### config.mk
export PLATFORM = sky130hd
export DESIGN_NAME = arc_cond
export DESIGN_NICKNAME = d
export VERILOG_FILES = /design/src/hw/arc_pkg.sv /design/src/hw/arc_cond.sv
export VERILOG_INCLUDE_DIRS = /design/src /design/src/hw
export SDC_FILE = /design/constraint.sdc
export NUM_CORES = 2
export LEC_CHECK = 0
export ABC_AREA = 0
export BUFFER_PORTS_ARGS = -buffer_cell sky130_fd_sc_hd__buf_2
export CORE_MARGIN = 1.5
export CORE_UTILIZATION = 54
export CTS_CLUSTER_DIAMETER = 150
export DETAILED_ROUTE_END_ITERATION = 10
export PLACE_DENSITY_LB_ADDON = 0.1
export SYNTH_ARGS = -nofsm -noshare
export SYNTH_HDL_FRONTEND = slang
export SYNTH_SLANG_ARGS = --single-unit
### constraint.sdc
create_clock -name clock -period 137.8 [get_ports clock]
set_input_delay 0 -clock clock [delete_from_list [all_inputs] [get_ports clock]]
set_output_delay 0 -clock clock [all_outputs]
set_load 0.02 [all_outputs]
### src/hw/arc_map.svh
// Constants of the analog reference conditioning block: codes, defaults, thresholds, times
`ifndef ARC_MAP_SVH
`define ARC_MAP_SVH
// Register offsets (word addresses on the plain port)
`define ARC_OFF_CTRL        4'h0
`define ARC_OFF_TOL         4'h1
`define ARC_OFF_MINOUT      4'h2
`define ARC_OFF_PT1         4'h3
`define ARC_OFF_PT2         4'h4
`define ARC_OFF_STATUS      4'h5
`define ARC_OFF_RESULT      4'h6
`define ARC_OFF_HOLD        4'h7
// Control field positions
`define ARC_CTRL_TC_LSB     0
`define ARC_CTRL_MON_LSB    4
`define ARC_CTRL_M1_LSB     8
`define ARC_CTRL_M2_LSB     12
`define ARC_CTRL_CUR_BIT    16
// Reset values
`define ARC_RST_TC          4'h0
`define ARC_RST_MON         2'h0
`define ARC_RST_M1          3'h1
`define ARC_RST_M2          3'h3
`define ARC_RST_TOL         16'h0147
`define ARC_RST_MINOUT      16'h0000
`define ARC_RST_X1          16'h0147
`define ARC_RST_Y1          16'h0000
`define ARC_RST_X2          16'h3eb8
`define ARC_RST_Y2          16'h3fff
`define ARC_RST_HOLD        32'h0000_0000
// Full scale is 16'h3fff = 100 % (10 V or 20 mA); tolerance max 25 %
`define ARC_TOL_MAX         16'h1000
`define ARC_UNDER_V         16'h0666
`define ARC_UNDER_I         16'h0666
`define ARC_CUR_MAX         16'h3fff
// Stop behaviour codes
`define ARC_STOP_COAST      2'h0
`define ARC_STOP_DECEL      2'h2
// Sample tick: one input sample per millisecond at 125 MHz
`define ARC_SAMPLE_NS       1000000
`define ARC_CLK_NS          8
`define ARC_SAMPLE_CYC      (`ARC_SAMPLE_NS / `ARC_CLK_NS)
// Signal source code of input one digital value
`define ARC_SRC_IN1_DIG     8'h4c
`endif

### src/hw/arc_pkg.sv
// Types of the analog reference conditioning block
package arc_pkg;
    // Monitoring modes
    typedef enum logic [1:0] {
        ARC_MON_OFF   = 2'b00,
        ARC_MON_WARN  = 2'b01,
        ARC_MON_DECEL = 2'b10,
        ARC_MON_COAST = 2'b11
    } arc_mon_t;
    // Multifunction input modes
    typedef enum logic [2:0] {
        ARC_MF_NONE   = 3'b000,
        ARC_MF_VOLT   = 3'b001,
        ARC_MF_CUR20  = 3'b010,
        ARC_MF_DIG_LO = 3'b011,
        ARC_MF_DIG_HI = 3'b100,
        ARC_MF_CUR420 = 3'b101,
        ARC_MF_VCHAR  = 3'b110,
        ARC_MF_ICHAR  = 3'b111
    } arc_mf_t;
    // Supervision flags as a group
    typedef struct packed {
        logic       warn;
        logic       fault;
        logic       stop_req;
        logic [1:0] stop_kind;
        logic       error;
        logic       overcur;
    } arc_sup_t;
    // Register port request
    typedef struct packed {
        logic [3:0]  addr;
        logic [31:0] wdata;
        logic        wr;
        logic        rd;
    } arc_req_t;
endpackage : arc_pkg

### src/hw/arc_cond.sv
// Analog reference conditioning: filter, hysteresis, characteristic, supervision
`include "arc_map.svh"
module arc_cond
    import arc_pkg::*;
#(
    parameter int unsigned SAMPLE_CYC = `ARC_SAMPLE_CYC  // Cycles between input samples
)(
    // Clock and reset
    input  wire logic                clock,
    input  wire logic                rst,
    // Register port
    input  wire logic [3:0]          reg_addr,
    input  wire logic [31:0]         reg_wdata,
    input  wire logic                reg_wr,
    input  wire logic                reg_rd,
    output logic      [31:0]         reg_rdata,
    // Converter samples, signed, 16'h3fff = full scale
    input  wire logic signed [15:0]  input_one_sample,
    input  wire logic signed [15:0]  input_two_analog_value,
    // Pins used as digital inputs
    input  wire logic                multifunction_input_one,
    input  wire logic                multifunction_input_two,
    // Drive side
    input  wire logic                start_signal,
    output logic signed [15:0]       ref_out,
    output logic                     input_one_digital_value,
    output logic                     input_two_digital_value,
    output logic                     warn,
    output logic                     fault,
    output logic                     stop_req,
    output logic      [1:0]          stop_kind,
    output logic                     error_flag,
    output logic                     overcur_fault
);
    // Configuration registers
    logic [3:0]          tc_q;          // Filter constant select
    arc_mon_t            mon_q;         // Monitoring mode
    arc_mf_t             m1_q;          // Input one mode
    arc_mf_t             m2_q;          // Input two mode
    logic                cur_q;         // Input one current range
    logic [15:0]         tol_q;         // Tolerance band
    logic signed [15:0]  minout_q;      // Minimum output level
    logic signed [15:0]  x1_q, y1_q;    // First point
    logic signed [15:0]  x2_q, y2_q;    // Second point
    logic [31:0]         hold_q;        // Holding time in cycles
    // Sample path state
    logic [31:0]         tick_cnt_q;    // Sample tick divider
    logic                tick;          // One sample period elapsed
    logic signed [31:0]  filt_q;        // Filter state, 16 fraction bits
    logic signed [15:0]  filt_out;      // Filtered sample
    logic                hyst_pos_q;    // Hysteresis side memory
    // Synchronisers
    logic [1:0]          sync1_q, sync2_q, syncs_q;
    // Supervision state
    logic                latched_q;     // Mode 2 stop pending restart
    logic [31:0]         hold_cnt_q;    // Holding time counter
    logic                start_seen_q;  // Start went on after stop
    arc_sup_t            sup_d, sup_q;
    logic [31:0]         rd_d;

    // Register writes; tolerance clipped to 25 %
    // Bad addresses ignored
    always_ff @(posedge clock)
    begin
        if (rst)
        begin
            tc_q     <= `ARC_RST_TC;
            mon_q    <= ARC_MON_OFF;
            m1_q     <= arc_mf_t'(`ARC_RST_M1);
            m2_q     <= arc_mf_t'(`ARC_RST_M2);
            cur_q    <= 1'b0;
            tol_q    <= `ARC_RST_TOL;
            minout_q <= `ARC_RST_MINOUT;
            x1_q     <= `ARC_RST_X1;
            y1_q     <= `ARC_RST_Y1;
            x2_q     <= `ARC_RST_X2;
            y2_q     <= `ARC_RST_Y2;
            hold_q   <= `ARC_RST_HOLD;
        end
        else if (reg_wr)
        begin
            unique case (reg_addr)
                `ARC_OFF_CTRL:
                begin
                    tc_q  <= reg_wdata[`ARC_CTRL_TC_LSB +: 4];
                    mon_q <= arc_mon_t'(reg_wdata[`ARC_CTRL_MON_LSB +: 2]);
                    m1_q  <= arc_mf_t'(reg_wdata[`ARC_CTRL_M1_LSB +: 3]);
                    m2_q  <= arc_mf_t'(reg_wdata[`ARC_CTRL_M2_LSB +: 3]);
                    cur_q <= reg_wdata[`ARC_CTRL_CUR_BIT];
                end
                // Clip to the 25 % ceiling
                `ARC_OFF_TOL:    tol_q <= (reg_wdata[15:0] > `ARC_TOL_MAX) ?
                                          `ARC_TOL_MAX : reg_wdata[15:0];
                `ARC_OFF_MINOUT: minout_q <= reg_wdata[15:0];
                `ARC_OFF_PT1:
                begin
                    x1_q <= reg_wdata[15:0];
                    y1_q <= reg_wdata[31:16];
                end
                `ARC_OFF_PT2:
                begin
                    x2_q <= reg_wdata[15:0];
                    y2_q <= reg_wdata[31:16];
                end
                `ARC_OFF_HOLD:   hold_q <= reg_wdata;
                default:         ;
            endcase
        end
    end

    // Read data mux, unmapped reads zero
    // Status shows synced pins
    always_comb
    begin
        rd_d = 32'h0000_0000;
        unique case (reg_addr)
            `ARC_OFF_CTRL:   rd_d = {15'h0000, cur_q, 1'b0, m2_q, 1'b0, m1_q,
                                     2'h0, mon_q, tc_q};
            `ARC_OFF_TOL:    rd_d = {16'h0000, tol_q};
            `ARC_OFF_MINOUT: rd_d = {16'h0000, minout_q};
            `ARC_OFF_PT1:    rd_d = {y1_q, x1_q};
            `ARC_OFF_PT2:    rd_d = {y2_q, x2_q};
            `ARC_OFF_STATUS: rd_d = {16'h0000, `ARC_SRC_IN1_DIG,
                                     syncs_q, sup_q[4:0], latched_q};
            `ARC_OFF_RESULT: rd_d = {16'h0000, ref_out};
            `ARC_OFF_HOLD:   rd_d = hold_q;
            default:         rd_d = 32'h0000_0000;
        endcase
    end

    // Read data one cycle after the strobe, zero otherwise
    always_ff @(posedge clock)
    begin
        if (rst)
        begin
            reg_rdata <= 32'h0000_0000;
        end
        else
        begin
            reg_rdata <= reg_rd ? rd_d : 32'h0000_0000;
        end
    end

    // Sample tick divider
    // Period SAMPLE_CYC
    assign tick = (tick_cnt_q == SAMPLE_CYC - 1);
    always_ff @(posedge clock)
    begin
        if (rst || tick)
            tick_cnt_q <= 32'h0000_0000;
        else
            tick_cnt_q <= tick_cnt_q + 32'h0000_0001;
    end

    // Filter gain: shift approximating 1 ms / tau
    // Long taus share shifts
    function automatic logic [3:0] tc_shift(input logic [3:0] sel);
        unique case (sel)
            4'h1:    tc_shift = 4'h1;  // 2 ms
            4'h2:    tc_shift = 4'h2;  // 4 ms
            4'h3:    tc_shift = 4'h3;  // 8 ms
            4'h4:    tc_shift = 4'h4;  // 16 ms
            4'h5:    tc_shift = 4'h5;  // 32 ms
            4'h6:    tc_shift = 4'h6;  // 64 ms
            4'h7:    tc_shift = 4'h7;  // 128 ms
            4'h8:    tc_shift = 4'h8;  // 256 ms
            4'h9:    tc_shift = 4'h9;  // 512 ms
            4'ha:    tc_shift = 4'ha;  // 1000 ms
            4'hb:    tc_shift = 4'hb;  // 2000 ms
            4'hc:    tc_shift = 4'hb;  // 3000 ms
            4'hd:    tc_shift = 4'hc;  // 4000 ms
            4'he:    tc_shift = 4'hc;  // 5000 ms
            default: tc_shift = 4'h0;  // 0 ms
        endcase
    endfunction : tc_shift

    // Filter input error term
    logic signed [31:0] filt_in;
    logic signed [31:0] filt_err;
    assign filt_in  = {input_one_sample, 16'h0000};
    assign filt_err = filt_in - filt_q;

    // First-order recursive averager, one update per sample
    // Shift keeps sign
    always_ff @(posedge clock)
    begin
        if (rst)
            filt_q <= 32'sh0000_0000;
        else if (tc_q == 4'h0)
            filt_q <= filt_in;
        else if (tick)
            filt_q <= filt_q + (filt_err >>> tc_shift(tc_q));
    end
    assign filt_out = (tc_q == 4'h0) ? input_one_sample : filt_q[31:16];

    // Two-point characteristic
    // Equal X gives Y1
    logic signed [16:0] dx_in, dy, dx;
    logic signed [33:0] prod;
    logic signed [33:0] quot;
    logic signed [15:0] char_val;
    logic               is_char;
    assign is_char  = (m1_q == ARC_MF_VCHAR) || (m1_q == ARC_MF_ICHAR);
    assign dx_in    = {filt_out[15], filt_out} - {x1_q[15], x1_q};
    assign dy       = {y2_q[15], y2_q} - {y1_q[15], y1_q};
    assign dx       = {x2_q[15], x2_q} - {x1_q[15], x1_q};
    assign prod     = 34'(dy * dx_in);
    assign quot     = (dx == 17'sh0) ? 34'sh0 : prod / 34'(dx);
    assign char_val = 16'(quot + 34'(y1_q));

    // Hysteresis around zero
    logic signed [15:0] lin_val;
    logic signed [15:0] tol_s;
    logic               above_band, below_band;
    logic signed [15:0] hyst_val;
    assign lin_val    = is_char ? char_val : filt_out;
    assign tol_s      = tol_q;
    assign above_band = lin_val > tol_s;
    assign below_band = lin_val < -tol_s;
    // Inside band hold minimum of the last side
    assign hyst_val   = above_band ? lin_val :
                        below_band ? lin_val :
                        (hyst_pos_q ? minout_q : -minout_q);
    // Reset side positive
    always_ff @(posedge clock)
    begin
        if (rst)
            hyst_pos_q <= 1'b1;
        else if (below_band)
            hyst_pos_q <= 1'b0;
        else if (above_band)
            hyst_pos_q <= 1'b1;
    end

    // Pin synchronisers, three flops each
    always_ff @(posedge clock)
    begin
        if (rst)
        begin
            sync1_q <= 2'h0;
            sync2_q <= 2'h0;
            syncs_q <= 2'h0;
        end
        else
        begin
            sync1_q <= {multifunction_input_two, multifunction_input_one};
            sync2_q <= sync1_q;
            syncs_q <= sync2_q;
        end
    end

    // Under-range and over-current detection
    logic under, over, start_s;
    // Signed threshold compares
    assign under = cur_q ? (input_one_sample < $signed(`ARC_UNDER_I))
                         : (input_one_sample < $signed(`ARC_UNDER_V));
    assign over  = ((m2_q == ARC_MF_CUR20) || (m2_q == ARC_MF_CUR420) ||
                    (m2_q == ARC_MF_ICHAR)) &&
                   (input_two_analog_value > $signed(`ARC_CUR_MAX));
    assign start_s = start_signal;

    // Supervision flags, independent of enable
    // Mode 2 latch holds stop
    always_comb
    begin
        sup_d = '0;
        sup_d.overcur = over;
        unique case (mon_q)
            ARC_MON_OFF:   ;
            ARC_MON_WARN:  sup_d.warn = under;
            ARC_MON_DECEL:
            begin
                sup_d.warn      = under;
                sup_d.fault     = under;
                sup_d.stop_req  = under || latched_q;
                sup_d.stop_kind = `ARC_STOP_DECEL;
                sup_d.error     = latched_q && (hold_cnt_q >= hold_q);
            end
            ARC_MON_COAST:
            begin
                sup_d.warn      = under;
                sup_d.fault     = under;
                sup_d.stop_req  = under;
                sup_d.stop_kind = `ARC_STOP_COAST;
            end
        endcase
    end

    // Mode 2 stop latch, cleared by start on then off
    // Leaving mode 2 clears
    always_ff @(posedge clock)
    begin
        if (rst || mon_q != ARC_MON_DECEL)
        begin
            latched_q    <= 1'b0;
            hold_cnt_q   <= 32'h0000_0000;
            start_seen_q <= 1'b0;
        end
        else if (under && !latched_q)
        begin
            latched_q  <= 1'b1;
            hold_cnt_q <= 32'h0000_0000;
        end
        else if (latched_q)
        begin
            if (hold_cnt_q < hold_q)
                hold_cnt_q <= hold_cnt_q + 32'h0000_0001;
            if (start_s)
                start_seen_q <= 1'b1;
            else if (start_seen_q && !under)
            begin
                latched_q    <= 1'b0;
                start_seen_q <= 1'b0;
            end
        end
    end

    // Registered outputs
    always_ff @(posedge clock)
    begin
        if (rst)
        begin
            sup_q                   <= '0;
            ref_out                 <= 16'sh0000;
            input_one_digital_value <= 1'b0;
            input_two_digital_value <= 1'b0;
        end
        else
        begin
            sup_q   <= sup_d;
            ref_out <= hyst_val;
            input_one_digital_value <= (m1_q == ARC_MF_DIG_LO) ? ~sync2_q[0] :
                                       (m1_q == ARC_MF_DIG_HI) ?  sync2_q[0] : 1'b0;
            input_two_digital_value <= (m2_q == ARC_MF_DIG_LO) ? ~sync2_q[1] :
                                       (m2_q == ARC_MF_DIG_HI) ?  sync2_q[1] : 1'b0;
        end
    end
    // Flags from sup_q
    assign warn          = sup_q.warn;
    assign fault         = sup_q.fault;
    assign stop_req      = sup_q.stop_req;
    assign stop_kind     = sup_q.stop_kind;
    assign error_flag    = sup_q.error;
    assign overcur_fault = sup_q.overcur;
endmodule : arc_cond

======== Word-level counts from Yosys, hierarchy flattened ========
Memories as Yosys holds them, arrays and structs flattened. A register that Yosys moved wholly into a read port is not among the register bits.
Cells that the tools add are included.
cells by class
  $add $sub $neg .......................... 10
  multiply operators ...................... 1
  div/mod/pow operators ................... 1
  $lt $le $gt $ge ......................... 7
  equal/unequal tests ..................... 21
  shifts and indexed selects .............. 1
  mux-type cells .......................... 28
  bitwise gates (word level) .............. 6
  reduce and logical (&&, ||, !) cells .... 32
operators with widths
  operator                                                                            count
  32-bit case mux with 8 select lines                                                 1
  16-bit two-way mux                                                                  7
  32-bit by 1-bit adder with 32-bit output (second input constant)                    2
  32-bit two-way mux                                                                  2
  16-bit by 16-bit subtractor with 17-bit output                                      3
  34-bit by 34-bit divider with 34-bit output                                         1
  17-bit by 17-bit multiplier with 34-bit output                                      1
  32-bit adder                                                                        1
  32-bit by 17-bit equality test with 1-bit output (second input constant)            1
  32-bit >= comparator                                                                1
  32-bit less-than comparator                                                         1
  16-bit negator                                                                      2
  32-bit by 4-bit >>> shifter with 32-bit output                                      1
  32-bit subtractor                                                                   1
  4-bit two-way mux                                                                   5
  3-bit equality test (second input constant)                                         6
  17-bit zero test                                                                    1
  16-bit adder                                                                        1
  4-bit by 3-bit equality test with 1-bit output (second input constant)              4
  16-bit by 13-bit greater-than comparator with 1-bit output (second input constant)  1
  16-bit by 15-bit greater-than comparator with 1-bit output (second input constant)  1
  16-bit greater-than comparator                                                      1
  16-bit by 12-bit less-than comparator with 1-bit output (second input constant)     1
  16-bit less-than comparator                                                         1
  18 further kinds                                                                    60
storage, ports and cells
  flip-flop bits (word level) ............. 303
  memory bits (read-only) ................. 64
  output and inout bits ................... 57
  memories ................................ 1
memories
  name              words  width  rd ports  clocked after memory_dff  write ports  RTL line         text
  (name not given)  16     4      1         1                         0            arc_cond.sv:158  unique case (sel)

======== Depth between registers and ports, before layout ========
  depth in word-level cells ............... 11
  gate-level depth with buffers ........... 514
  gate-level depth less buffers ........... 472

======== Worst setup path before layout ========
No wires, ideal clock.
  path kind ............................... reg-to-reg
  start ................................... register tc_q[3]
  end ..................................... register ref_out[15]
  setup time .............................. 91 ps
  data arrival time ....................... 101107 ps
  data required time ...................... 137709 ps
  setup slack ............................. 36602 ps
  stages on the path, launching flop included .. 486
  buffers on the path ..................... 58
  path through ............................ dfxtp_1 > nor4_1 > clkbuf_1 > clkbuf_1 > nand2_1 > nand2_1 > ha_1 > nor2b_1 > o21ai_0 > nand2b_1 > a21o_1 > a21o_1 > a21o_1 > a21o_1 > a21o_1 > a21o_1 > a21o_1 > a21o_1 > [... 450 more ...] > o21bai_1 > a21oi_1 > o21ai_0 > a21oi_1 > xnor2_1 > a21oi_1 > ha_1 > nor2b_1 > o211ai_1 > o2111ai_1 > maj3_1 > a21oi_1 > o21ai_0 > a311o_1 > a31oi_1 > nand2_1 > buf_1 > a311oi_1
between the ends
  cells in the longest elaborated chain, start to end .. 11
  elaborated cells between the ends (all ways) .. 12
  classes of those cells .................. add/sub: 2; mul: 1; div: 1; order compare: 2; mux: 5; reduce/logical: 1
RTL lines
  element                                         RTL line         text
  start: declaration                              arc_cond.sv:36   logic [3:0] tc_q;
  start signal: assignment                        arc_cond.sv:67   tc_q <= `ARC_RST_TC;
  start signal: assignment                        arc_cond.sv:85   tc_q <= reg_wdata[`ARC_CTRL_TC_LSB +: 4];
  4-bit zero test *                               arc_cond.sv:194  assign filt_out = (tc_q == 4'h0) ? input_one_sample : filt_q[31:16];
  16-bit two-way mux *                            arc_cond.sv:194
  16-bit by 16-bit subtractor with 17-bit output  arc_cond.sv:204  assign dx_in = {filt_out[15], filt_out} - {x1_q[15], x1_q};
  17-bit by 17-bit multiplier with 34-bit output  arc_cond.sv:207  assign prod = 34'(dy * dx_in);
  34-bit by 34-bit divider with 34-bit output     arc_cond.sv:208  assign quot = (dx == 17'sh0) ? 34'sh0 : prod / 34'(dx);
  16-bit two-way mux                              arc_cond.sv:208
  16-bit adder                                    arc_cond.sv:209  assign char_val = 16'(quot + 34'(y1_q));
  16-bit two-way mux *                            arc_cond.sv:216  assign lin_val = is_char ? char_val : filt_out;
  16-bit less-than comparator                     arc_cond.sv:219  assign below_band = lin_val < -tol_s;
  16-bit two-way mux                              arc_cond.sv:222  below_band ? lin_val :
  16-bit two-way mux *                            arc_cond.sv:221  assign hyst_val = above_band ? lin_val :
  end signal: assignment                          arc_cond.sv:331  ref_out <= hyst_val;
  end: declaration                                arc_cond.sv:25   output logic signed [15:0] ref_out,
Every way passes the cells marked *; elsewhere a longest branch is shown, timed or not.
A chain may end at the register's enable or synchronous reset.

======== Worst setup path after layout ========
  start ................................... register tc_q[0]
  end ..................................... register ref_out[15]
The elaborated chain is that of the path after synthesis.

==> impl.org <==
** Global route
- The number of global-route vias before repair is between 60000 and 70000.
- GRT Util Overall :: 0.364
- The first global-routing pass estimated ~360000 um of wire.
- The total overflow left after global routing is 0.
- Entering global routing, the biggest net connects between 70 and 80 pins.
- The number of antenna violations at the first check in global routing was 6.

** Timing
- Period minus WS final :: 123.27 ns
- The hold violation count in the final report was 0.
- RSZ-0062 raised after global routing :: false
- Remaining max-slew budget at the tightest pin :: 0.141
- Based on the critical path, the design can be clocked at up to ~8.1 MHz.
- After routing, the total negative slack on setup checks comes to 0 ns.
- Dividing the final minimum period by the clock period gives 0.895.
- For the pin with the worst max-slew slack, the measured transition is 1.28 ns.
- Max Slew Vio Count :: 0
- Setup violations remaining at the end of the flow were counted as 0.
- Skew final :: approximately 0.062 ns

** Die
- Initial Util :: 0.544
- Measured along the x axis, the die boundary spans around 350 um.
- Overall die height :: between 300 and 400 um
- Die Footprint :: roughly 120000 um^2
- I/O pins :: 132
- Number of standard-cell rows in the floorplan :: 127
- Standard cell core area :: about 120000 um^2

** Clock network
- In this run the number of H-tree levels came out at 1.
- Buffers inserted by post-CTS timing repair :: 0
- Post_cts resized :: 0
- CTS Root Buffer Type :: clkbuf_16
- The later pin in the worst-skew pair is clocked with a latency of 0.63 ns.
- Number of buffers created by CTS :: 28
- Counting along the longest clock path gives a buffer depth of 3.
- After clock tree synthesis, the clock-pin slew on the worst setup and hold paths is approximately 0.07 ns.
- The tree built by TritonCTS fans out to roughly 310 sinks.
- TritonCTS built the clock tree.

** Placed design
- During placement, the flow inserted port buffers numbering roughly 120.
- The congestion estimate from routability-driven global placement came to 1.02.
- Estimated wirelength of the detail-placed design :: between 150000 and 200000 um

** Routing
- Vias after detailed routing :: between 60000 and 70000
- Summed over all layers, the routed wires come to around 230000 um.
- Dividing the detail-routed via count by the number of cells gives between 6 and 7.
- Dividing the detail-routed wire length by the instance count gives ~21 um.
- The detail route stage leaves a number of antenna-violating nets equal to 0.
- Before antenna repair, the detailed router went through 6 iterations.
- In the routed design, unresolved DRC markers number 0.
- The first routing iteration left 6126 violations.

** Critical path
- Crit start category :: register
- Counting stages on the worst path, the most repeated cell is o21a_1.
- In this run the critical register-to-register path is launched from tc_q[0].
- Worst-case register-to-register setup slack :: about 15 ns
- STA classifies the critical path endpoint as a register.
- Worst endpoint data arrival time :: between 100 and 150 ns
- CP Class :: register to register
- Number of cells on the worst reg-to-reg path :: 455
- Beginning of the critical path :: tc_q[0]
- For this run, the slowest stage of the critical path takes 1.01 ns.
- CP required :: roughly 140 ns
- The slowest stage of the critical path is the xnor2_1 cell.
- In this run the worst path has a maximum fanout of 37.

** Synth
- The synthesized design contains 0 enable-type register cells.
- Synth Area per Inst :: 7.26 um^2
- Number of register bits inferred by synthesis :: roughly 310
- Yosys warning total :: 0
- Largest cells by area after synthesis :: ha_1 (16%), dfxtp_1 (9.4%), fa_1 (9.3%)
- Summed over all instances, the cell type with the most area after synthesis is ha_1.
- Asr flop ratio synth :: 0
- Most used DFF post-synth :: dfxtp_1
- After technology mapping, the gate count stands at 8963.
- Area fraction of the dominant cell type after synthesis :: 0.165
- Cell area after synthesis :: roughly 65000 um^2
- The synthesized netlist contains roughly 110 unique library cells.
- The share of the Yosys chip area taken by registers is 0.0941.

** Finish
- In the final design database the tool counted 10389 nets.
- Fillcell total :: between 10000 and 15000
- Fraction of layout cells with a size suffix above 1 :: 0.0615
- Leaving out fill and tap cells, the most frequent cell in the layout is nand2_1.
- Relative area change from synthesis to final layout :: 7.56%
- Most frequent cells in the layout :: nand2_1 (1094), nor2_1 (906), ha_1 (856)

** Worst hold path
- The min-delay analysis places its worst path in the category primary input to register.
- The worst hold path passes through 5 cells.
- Hold Path Origin :: reg_addr[1]

** Run
- Maximum capacitance violations :: 0

** Status
- Outcome :: complete, no violations
## path summary, 6_finish.rpt
check                  end
min reg2reg  tick_cnt_q[0]
min           reg_rdata[7]
max reg2reg    ref_out[15]
max            ref_out[15]
## layer usage
layer  vias to the layer above  wire length, um  track usage
met1                     31829            98300        0.487
met5                         -              158            0
met2                      2733            99400        0.577
li1                      32128                -            -
met3                       518            19100       0.0535
met4                        10            12000        0.163
## what timing repair did
| item | in CTS | in global routing |
|---|---|---|
| hold endpoints to repair | 185 | 0 |
| hold buffers | 65 | 0 |
| endpoints found under the setup margin | 0 | 0 |
## per-stage QoR
step	util	setup WS (ns)	hold WS (ns)	cell area [um^2]	instances
after floorplan	-	36.60	0.0793	65600	9115
after global placement	0.572	18.48	0.167	68400	10673
after detailed placement	0.572	17.30	0.170	68400	10673
after CTS	0.585	16.72	0.0998	70000	10788
after global routing	0.585	7.68	0.166	70000	10788
final	0.585	14.53	0.130	70000	10793
## flip-flops by register name, indices dropped and copies added (netlist names), 32 cells and up, named ones only
register / cells
filt_q: 32
hold_cnt_q: 32
hold_q: 32
reg_rdata: 32
tick_cnt_q: 32
## critical path: cells and delay by family (launching register included)
family | cells | cell delay, ns
fa+ha+maj | 46 | 16.08
simple gates | 100 | 27.64
mux | 6 | 2.29
buf+inv | 36 | 7.16
xor+xnor | 3 | 1.56
flops | 1 | 0.35
compound gates | 264 | 67.71
## Yosys cell counts (66+ instances only)
cell type,number
nand2_1,1094
nor2_1,909
ha_1,857
a21oi_1,728
inv_1,676
o21ai_0,412
xnor2_1,385
dfxtp_1,306
fa_1,301
clkbuf_1,275
nor3_1,265
a21o_1,253
o21a_1,232
xor2_1,227
nand3_1,181
nor2b_1,119
a31oi_1,107
nand2b_1,97
or3_1,92
mux2i_1,84
a211oi_1,80
nand4_1,76
a22oi_1,70
mux2_2,68
and3_1,66
o31ai_1,66
## final cells by class
class | count | area, um^2 | share of cell area
Tap cell | 1612 | 2020 | 0.0288
Antenna cell | 5 | 12.5 | 0.000179
Inverter | 682 | 2560 | 0.0366
Timing Repair Buffer | 330 | 2360 | 0.0337
Multi-Input combinational cell | 7808 | 56000 | 0.800
Sequential cell | 306 | 6130 | 0.0876
Clock inverter | 12 | 148 | 0.00211
Clock buffer | 38 | 788 | 0.0113
## logic make-up (layout without fill, tap and decap cells)
family	after synthesis	after routing	share of synthesized area
buffers and inverters	1001	1062	0.0583
adders and majority gates	1160	1160	0.258
muxes	153	153	0.0250
xor gates and xnor gates	614	614	0.0829
AOI/OAI and AO/OA	2507	2507	0.253
DFF	306	306	0.0941
other	2	159	0.000115
and+or+nand+nor	3220	3220	0.228
Power is left out: the tool's default activity adds up to more than one toggle a clock period on the data nets, which glitch-free logic cannot reach.
